[src/shared/gsdp_pkg.sv]
// Package: register map, fields, reset values and timing of the gyro status/data/power bank
package gsdp_pkg;
	// ----------------------------------------
	// Register offsets
	// ----------------------------------------
	localparam logic [7:0] OFS_IRQ_STATUS = 8'h1a;
	localparam logic [7:0] OFS_TEMP_HIGH = 8'h1b;
	localparam logic [7:0] OFS_TEMP_LOW = 8'h1c;
	localparam logic [7:0] OFS_RATE_X_HIGH = 8'h1d;
	localparam logic [7:0] OFS_RATE_X_LOW = 8'h1e;
	localparam logic [7:0] OFS_RATE_Y_HIGH = 8'h1f;
	localparam logic [7:0] OFS_RATE_Y_LOW = 8'h20;
	localparam logic [7:0] OFS_RATE_Z_HIGH = 8'h21;
	localparam logic [7:0] OFS_RATE_Z_LOW = 8'h22;
	localparam logic [7:0] OFS_POWER_CONTROL = 8'h3e;
	// ----------------------------------------
	// Field positions
	// ----------------------------------------
	localparam int BIT_PLL_LOCKED_FLAG = 2;
	localparam int BIT_DATA_READY_FLAG = 0;
	localparam int BIT_MASTER_RESET = 7;
	localparam int BIT_SLEEP = 6;
	localparam int BIT_X_AXIS_STANDBY = 5;
	localparam int BIT_Y_AXIS_STANDBY = 4;
	localparam int BIT_Z_AXIS_STANDBY = 3;
	localparam int CLK_SEL_LSB = 0;
	localparam logic [7:0] STATUS_USED_MASK = 8'h05;
	localparam logic [7:0] POWER_USED_MASK = 8'h7f;
	// ----------------------------------------
	// Reset values
	// ----------------------------------------
	localparam logic [7:0] RST_IRQ_STATUS = 8'h00;
	localparam logic [7:0] RST_POWER_CONTROL = 8'h00;
	localparam logic [7:0] RST_DIVIDER = 8'h00;
	// ----------------------------------------
	// Timing
	// ----------------------------------------
	localparam int CLK_FREQ_HZ = 200000000;
	localparam int INTERNAL_RATE_HZ = 1000;
	localparam int INTERNAL_TICK_CYCLES = CLK_FREQ_HZ / INTERNAL_RATE_HZ;
	localparam int PLL_LOCK_TIME_US = 10;
	localparam int PLL_LOCK_CYCLES = (PLL_LOCK_TIME_US * (CLK_FREQ_HZ / 1000000));
	// ----------------------------------------
	// Clock source selection
	// ----------------------------------------
	typedef enum logic [2:0] {
		GSDP_CLK_INTERNAL = 3'h0,
		GSDP_CLK_PLL_X = 3'h1,
		GSDP_CLK_PLL_Y = 3'h2,
		GSDP_CLK_PLL_Z = 3'h3,
		GSDP_CLK_PLL_EXT32K = 3'h4,
		GSDP_CLK_PLL_EXT19M = 3'h5,
		GSDP_CLK_RSVD6 = 3'h6,
		GSDP_CLK_RSVD7 = 3'h7
	} gsdp_clk_sel_t;
endpackage

[src/hdl/gsdp_tick_divider.sv]
// Module: divider that turns mclk into a one-cycle enable every PERIOD cycles
`timescale 1ns/1ps
module gsdp_tick_divider #(
	parameter int PERIOD = 200000
) (
	input wire logic mclk,
	input wire logic reset,
	input wire logic run,
	output logic tick
);
	logic [31:0] count_r;

	always_ff @(posedge mclk) begin
		if (reset || !run) begin
			count_r <= 32'h0;
			tick <= 1'b0;
		end else if (count_r == 32'(PERIOD - 1)) begin
			count_r <= 32'h0;
			tick <= 1'b1;
		end else begin
			count_r <= count_r + 32'h1;
			tick <= 1'b0;
		end
	end
endmodule

[src/hdl/gsdp_regs.sv]
// Module: status, sensor result and power-management registers of the gyro
`timescale 1ns/1ps
module gsdp_regs #(
	parameter int TICK_CYCLES = gsdp_pkg::INTERNAL_TICK_CYCLES,
	parameter int LOCK_CYCLES = gsdp_pkg::PLL_LOCK_CYCLES
) (
	input wire logic mclk,
	input wire logic reset,
	input wire logic [7:0] regAddr,
	input wire logic regWrite,
	input wire logic regRead,
	input wire logic [7:0] regWdata,
	output logic [7:0] regRdata,
	input wire logic [7:0] sampleDivider,
	input wire logic pllLockedIrqEnable,
	input wire logic dataReadyIrqEnable,
	input wire logic statusClearOnAnyRead,
	input wire logic [15:0] tempSample,
	input wire logic [15:0] rateXSample,
	input wire logic [15:0] rateYSample,
	input wire logic [15:0] rateZSample,
	output logic masterResetPulse,
	output logic sleepMode,
	output logic xAxisStandby,
	output logic yAxisStandby,
	output logic zAxisStandby,
	output logic [2:0] clockSelect,
	output logic pllLocked
);
	import gsdp_pkg::*;

	// ----------------------------------------
	// Internal state
	// ----------------------------------------
	logic [7:0] power_r;
	logic [7:0] status_r;
	logic [7:0] div_r;
	logic [15:0] temp_r;
	logic [15:0] rateX_r;
	logic [15:0] rateY_r;
	logic [15:0] rateZ_r;
	logic [31:0] lockCount_r;
	logic lockDone_r;
	logic [2:0] lastClk_r;
	logic devReset;
	logic tick;
	logic resultLoad;
	logic lockEvent;
	logic readClear;
	logic [7:0] powerWdata;

	// Master reset also clears every register except this bank's bus side
	assign devReset = reset || masterResetPulse;
	assign powerWdata = regWdata & POWER_USED_MASK;

	// ----------------------------------------
	// Power management
	// ----------------------------------------
	always_ff @(posedge mclk) begin
		if (devReset) begin
			power_r <= RST_POWER_CONTROL;
		end else if (regWrite && regAddr == OFS_POWER_CONTROL) begin
			power_r <= powerWdata;
		end
	end

	always_ff @(posedge mclk) begin
		if (reset) begin
			masterResetPulse <= 1'b0;
		end else begin
			masterResetPulse <= regWrite && regAddr == OFS_POWER_CONTROL
				&& regWdata[BIT_MASTER_RESET];
		end
	end

	assign sleepMode = power_r[BIT_SLEEP];
	assign xAxisStandby = power_r[BIT_X_AXIS_STANDBY];
	assign yAxisStandby = power_r[BIT_Y_AXIS_STANDBY];
	assign zAxisStandby = power_r[BIT_Z_AXIS_STANDBY];
	assign clockSelect = power_r[CLK_SEL_LSB +: 3];

	// ----------------------------------------
	// PLL lock tracking
	// ----------------------------------------
	// Lock restarts on every change of clock source; oscillator and reserved codes never lock
	always_ff @(posedge mclk) begin
		if (devReset) begin
			lastClk_r <= 3'h0;
			lockCount_r <= 32'h0;
			lockDone_r <= 1'b0;
		end else begin
			lastClk_r <= clockSelect;
			if (clockSelect != lastClk_r || sleepMode) begin
				lockCount_r <= 32'h0;
				lockDone_r <= 1'b0;
			end else if (clockSelect == GSDP_CLK_INTERNAL
				|| clockSelect == GSDP_CLK_RSVD6 || clockSelect == GSDP_CLK_RSVD7) begin
				lockCount_r <= 32'h0;
				lockDone_r <= 1'b0;
			end else if (!lockDone_r) begin
				if (lockCount_r == 32'(LOCK_CYCLES - 1)) begin
					lockDone_r <= 1'b1;
				end
				lockCount_r <= lockCount_r + 32'h1;
			end
		end
	end

	assign pllLocked = lockDone_r;
	assign lockEvent = lockDone_r == 1'b0 && !devReset && !sleepMode
		&& lockCount_r == 32'(LOCK_CYCLES - 1) && clockSelect == lastClk_r
		&& clockSelect != GSDP_CLK_INTERNAL && clockSelect != GSDP_CLK_RSVD6
		&& clockSelect != GSDP_CLK_RSVD7;

	// ----------------------------------------
	// Sampling
	// ----------------------------------------
	gsdp_tick_divider #(
		.PERIOD(TICK_CYCLES)
	) u_tick (
		.mclk(mclk),
		.reset(devReset),
		.run(!sleepMode),
		.tick(tick)
	);

	always_ff @(posedge mclk) begin
		if (devReset) begin
			div_r <= RST_DIVIDER;
		end else if (tick && !sleepMode) begin
			div_r <= (div_r >= sampleDivider) ? 8'h00 : div_r + 8'h01;
		end
	end

	// A tick already in flight when sleep starts must not load
	assign resultLoad = tick && !sleepMode && div_r >= sampleDivider;

	// Axes in standby hold their last result
	always_ff @(posedge mclk) begin
		if (devReset) begin
			temp_r <= 16'h0;
			rateX_r <= 16'h0;
			rateY_r <= 16'h0;
			rateZ_r <= 16'h0;
		end else if (resultLoad) begin
			temp_r <= tempSample;
			if (!xAxisStandby) begin
				rateX_r <= rateXSample;
			end
			if (!yAxisStandby) begin
				rateY_r <= rateYSample;
			end
			if (!zAxisStandby) begin
				rateZ_r <= rateZSample;
			end
		end
	end

	// ----------------------------------------
	// Interrupt status
	// ----------------------------------------
	assign readClear = regRead && (statusClearOnAnyRead || regAddr == OFS_IRQ_STATUS);

	// Set wins over a clear in the same cycle; pin polarity and latch mode never reach here
	always_ff @(posedge mclk) begin
		if (devReset) begin
			status_r <= RST_IRQ_STATUS;
		end else begin
			if (readClear) begin
				status_r <= RST_IRQ_STATUS;
			end
			if (resultLoad && dataReadyIrqEnable) begin
				status_r[BIT_DATA_READY_FLAG] <= 1'b1;
			end
			if (lockEvent && pllLockedIrqEnable) begin
				status_r[BIT_PLL_LOCKED_FLAG] <= 1'b1;
			end
		end
	end

	// ----------------------------------------
	// Read data
	// ----------------------------------------
	always_ff @(posedge mclk) begin
		if (reset) begin
			regRdata <= 8'h00;
		end else if (regRead) begin
			case (regAddr)
				OFS_IRQ_STATUS: regRdata <= status_r & STATUS_USED_MASK;
				OFS_TEMP_HIGH: regRdata <= temp_r[15:8];
				OFS_TEMP_LOW: regRdata <= temp_r[7:0];
				OFS_RATE_X_HIGH: regRdata <= rateX_r[15:8];
				OFS_RATE_X_LOW: regRdata <= rateX_r[7:0];
				OFS_RATE_Y_HIGH: regRdata <= rateY_r[15:8];
				OFS_RATE_Y_LOW: regRdata <= rateY_r[7:0];
				OFS_RATE_Z_HIGH: regRdata <= rateZ_r[15:8];
				OFS_RATE_Z_LOW: regRdata <= rateZ_r[7:0];
				OFS_POWER_CONTROL: regRdata <= power_r & POWER_USED_MASK;
				default: regRdata <= 8'h00;
			endcase
		end
	end

	// ----------------------------------------
	// Checks
	// ----------------------------------------
	status_reset_a: assert property (@(posedge mclk) disable iff (reset)
		$rose(masterResetPulse) |=> status_r == 8'h00)
		else $error("status not cleared by master reset");
	data_ready_set_a: assert property (@(posedge mclk) disable iff (devReset)
		resultLoad && dataReadyIrqEnable |=> status_r[0])
		else $error("data ready flag not set on result load");
	gate_off_a: assert property (@(posedge mclk) disable iff (devReset)
		!dataReadyIrqEnable && !status_r[0] && !readClear |=> !status_r[0])
		else $error("data ready set while disabled");
	status_clear_a: assert property (@(posedge mclk) disable iff (devReset)
		regRead && regAddr == OFS_IRQ_STATUS && !resultLoad && !lockEvent |=> status_r == 8'h00)
		else $error("status read did not clear");
	any_read_a: assert property (@(posedge mclk) disable iff (devReset)
		regRead && !statusClearOnAnyRead && regAddr != OFS_IRQ_STATUS
		|=> (status_r & $past(status_r)) == $past(status_r))
		else $error("non-status read cleared status");
	unused_zero_a: assert property (@(posedge mclk) disable iff (reset)
		status_r[7:3] == 5'h0 && status_r[1] == 1'b0 && power_r[7] == 1'b0)
		else $error("undefined bit set");
	hres_pulse_a: assert property (@(posedge mclk) disable iff (reset)
		masterResetPulse |=> !masterResetPulse ##0 power_r == 8'h00)
		else $error("master reset did not clear power register");
	sleep_freeze_a: assert property (@(posedge mclk) disable iff (devReset)
		sleepMode |=> !tick)
		else $error("sampling runs in sleep");
	standby_hold_a: assert property (@(posedge mclk) disable iff (devReset)
		xAxisStandby && !$past(devReset) |=> rateX_r == $past(rateX_r) || !$past(xAxisStandby))
		else $error("standby axis updated");
	read_temp_a: assert property (@(posedge mclk) disable iff (reset)
		regRead && regAddr == OFS_TEMP_HIGH |=> regRdata == $past(temp_r[15:8]))
		else $error("temperature high byte wrong");
endmodule

[config.mk]
export PLATFORM = sky130hd
export DESIGN_NAME = gsdp_regs
export DESIGN_NICKNAME = d
export VERILOG_FILES = /design/src/shared/gsdp_pkg.sv /design/src/hdl/gsdp_tick_divider.sv /design/src/hdl/gsdp_regs.sv
export SDC_FILE = /design/constraint.sdc
export NUM_CORES = 1
export LEC_CHECK = 0
export CORE_MARGIN = 8
export CORE_UTILIZATION = 35
export DETAILED_ROUTE_END_ITERATION = 7
export DONT_BUFFER_PORTS = 1
export GPL_TIMING_DRIVEN = 0
export MAX_ROUTING_LAYER = met4
export PLACE_DENSITY = 0.45
export SLEW_MARGIN = 20
export SYNTH_ARGS = -nofsm -noshare
export SYNTH_HDL_FRONTEND = slang
export SYNTH_SLANG_ARGS = --single-unit
[constraint.sdc]
create_clock -name mclk -period 3.19 [get_ports mclk]
set_clock_uncertainty 0.1 [all_clocks]
set_input_delay 0.638 -clock mclk [delete_from_list [all_inputs] [get_ports mclk]]
set_output_delay 0.638 -clock mclk [all_outputs]
set_load 0.05 [all_outputs]
==> results.md <==
* Grt ovf at 0
* Max-cap violations at 0
* Setup bufs post-CTS at 0
* Bufs on Longest Clock Path at 2
* GP Congestion at roughly 0.84
* Post-synth ARST share at 0
* Hold Path Depth at 2
* CP Capture Type: flip-flop
* Vias/cell at 5.32
* DIE AREA at between 20000 and 30000 µm²
* Peak VDD IR at between 0.3 and 0.4 mV
* Ys flop type: dfxtp_1
* Global-route wire length before repair at ~35000 µm
* #FFs+latches synth at 159
* Global router's overall resource usage at 0.179
* H-tree levels at 4
* CTS root buf: clkbuf_16
* Fin Hold WS at 0.263 ns
* Ys Warns at 0
* Hpwl dp at 17800 µm
* Leakage power at about 0.0027 µW
* Least-Margin Pin Slew at ~0.9 ns
* Comb power frac at 0.024
* Routed Antenna Nets at 0
* I/O pin cnt at 112
* Number of global-route vias before repair at roughly 6300
* Final setup viols at 0
* CTS clk-pin slew, worst paths at ~0.060 ns
* Worst reg2reg startpoint: div_r[2]
* Outcome: finished clean
* Min-delay src: regWdata[5]
* Footprint of the multi-input gates at between 4000 and 5000 µm²
* Initial Utilization at 0.357
* Post-route cell area at approximately 8500 µm²
* Row count at 53
* I/O Buffers at 0
* Net Sw Frac at 0.221
* Yosys cell types at 58
* R2R Path End: temp_r[12]
* PwrDens at ~500 nW/µm²
* CTS Hold Bufs at 0
* Core box area at roughly 21000 µm²
* Nets at between 1000 and 1500
* Slew Viols, Final at 0
* Min-Delay Endpoint: power_r[5]
* Setup TNS at 0 ns
* Share of layout cells above drive strength 1 at 0.0556
* Cell Area, Synth at between 7000 and 8000 µm²
* EDFF count, synth at 0
* Achievable Freq at roughly 360 MHz
* P_int at between 3000 and 4000 µW
* Final Hold Viols at 0
* Fin crit share at 0.875
* RSZ-0062 raised after global routing: no
* Placed instance area at 7850 µm²
* Die Wd at roughly 160 µm
* Crit path time final at roughly 2.8 ns
* Synth Instances at ~900
* Final wirelength at roughly 23000 µm
* Mapped Nets at around 1000
* Initial antenna violation count at 2
* Area growth from synthesis to layout at 13.0%
* Worst-path maximum fanout at 10
* Flop pwr share at 0.469
* Reg2Reg Setup Slack at 0.40 ns
* Number of fill cells in the layout at between 2000 and 2500
* Clk_lat worst skew at roughly 0.42 ns
* Drt pass-1 iters at 4
* Net Sw Power at around 940 µW
* Seq/Total Area, Yosys at 0.424
* Mean Syn Cell Area at roughly 8.3 µm²
* Total CTS buffers at 17
* Min-Delay Path Class: input pin to flip-flop
* Pin count of the biggest net entering global routing at 17
* Kind of critical path: flip-flop to flip-flop
* FF/Latch Area at around 3200 µm²
* Wire per inst at about 19 µm
* CTS tree: yes
* CP required at roughly 3.4 ns
* Via count at 6446
* DR DRC count at 0
* Resized cells post-CTS at 0
* Iter 0 DRT Violations at roughly 360
* Relative slew slack at 0.396
* Clk pwr share at 0.506
* Setup crit start kind: flip-flop
* Die Height at 162 µm
* R2R depth at 8
* Clk sink count at 159
* Worst path arrival time at approximately 3 ns
==> worst max-delay path, cell delays in order, from the launching register on <==
cell	delay [ns]
dfxtp_1	0.39
ha_1	0.27
a21o_1	0.18
a21oi_1	0.52
a21o_1	0.20
clkbuf_1	0.31
clkbuf_1	0.46
nand3_1	0.14
a21oi_1	0.14
==> metal layers <==
layer  vias to the layer above  wire length (µm)  global-route usage
met1                      2983             10100               0.204
met4                         0               442              0.0526
met2                       132             11000               0.285
li1                       3309                 -                   -
met3                        22              1850              0.0715
met5                         -                 0                   -
==> cell usage after synthesis (all sizes together), types with 9 or more instances <==
cell type / instances / share of area
o21ai: 79 / 0.053
nand3: 98 / 0.067
a21oi: 85 / 0.057
or4: 9 / 0.0095
nand4: 19 / 0.016
and3: 10 / 0.0083
xor2: 31 / 0.036
xnor2: 28 / 0.033
nand2: 49 / 0.025
nor3: 26 / 0.018
dfxtp: 159 / 0.42
nor2: 77 / 0.039
ha: 11 / 0.018
nor4: 24 / 0.021
inv: 24 / 0.012
clkbuf: 45 / 0.023
mux2i: 25 / 0.033
buf: 11 / 0.0072
o2bb2ai: 10 / 0.012
or3: 9 / 0.0075
==> flip-flops by register name, indices dropped and copies added, names as in the netlist <==
| signal | cells |
|---|---|
| div_r | 8 |
| lastClk_r | 3 |
| lockCount_r | 32 |
| masterResetPulse | 1 |
| pllLocked | 1 |
| power_r | 7 |
| rateX_r | 16 |
| rateY_r | 16 |
| rateZ_r | 16 |
| regRdata | 8 |
| status_r | 2 |
| temp_r | 16 |
| u_tick.count_r | 32 |
| u_tick.tick | 1 |
==> final cells by class <==
| type | count | share of cell area |
|---|---|---|
| diodes | 2 | 0.000590 |
| inverters | 24 | 0.0106 |
| flip-flops and latches | 159 | 0.375 |
| clock buffers | 20 | 0.0550 |
| multi-input cells | 664 | 0.473 |
| clock inverters | 12 | 0.0184 |
| plain buffers | 56 | 0.0262 |
| well taps | 275 | 0.0406 |
==> power by group through the flow <==
stage	Clock (µW)	Sequential, µW	Combinational, µW
2_1_floorplan	0	2040	73.0
3_3_place_gp	0	2040	104
3_5_place_dp	0	2040	105
4_1_cts	2210	2000	105
5_1_grt	2300	2000	115
6_report	2160	2000	104
==> through the flow <==
stage,instances,power (µW),utilization,setup slack (ns)
after global placement,1178,2150,0.373,0.0661
after detailed placement,1178,2150,0.373,0.0724
after global routing,1212,4410,0.404,0.106
final,1212,4260,0.404,0.400
after floorplan,903,2110,-,0.618
after CTS,1210,4310,0.403,0.357
==> how the worst max path moves through the flow <==
stage | start | to | slack (ns) | cells past startpoint
final | div_r[2] | temp_r[12] | 0.40 | 8
after global routing | div_r[0] | temp_r[15] | 0.11 | 8
after CTS | div_r[0] | status_r[0] | 0.36 | 7
after detailed placement | sampleDivider[2] | status_r[0] | 0.07 | 8
after global placement | sampleDivider[2] | status_r[0] | 0.07 | 8
after floorplan | sampleDivider[2] | status_r[0] | 0.62 | 8
==> placed cells by master (no fill, tap or decap), types with 7 or more instances in the layout <==
cell type    n
inv_1       24
xnor2_1     28
nor4_1      22
xor2_1      31
or3_1        9
a21o_1       7
or4_1        8
a21oi_1     85
o21ai_0     79
buf_2       10
clkbuf_1    45
and3_1      10
nand3_1     96
nand4_1     19
clkbuf_16   17
mux2i_1     25
o2bb2ai_1   10
nor3_1      25
nor2_1      77
dfxtp_1    159
ha_1        11
nand2_1     48
==> cell families (layout without fill, tap and decap cells) <==
group / after synthesis / after routing / share of synthesized area
AOI/OAI and AO/OA: 210 / 210 / 0.161
xor gates and xnor gates: 59 / 59 / 0.0688
adders and majority gates: 11 / 11 / 0.0183
buffers and inverters: 80 / 112 / 0.0417
DFF: 159 / 159 / 0.424
muxes: 26 / 26 / 0.0363
other: 0 / 2 / 0
and+or+nand+nor: 358 / 358 / 0.250
No activity file was read; power rests on OpenSTA's default activity.
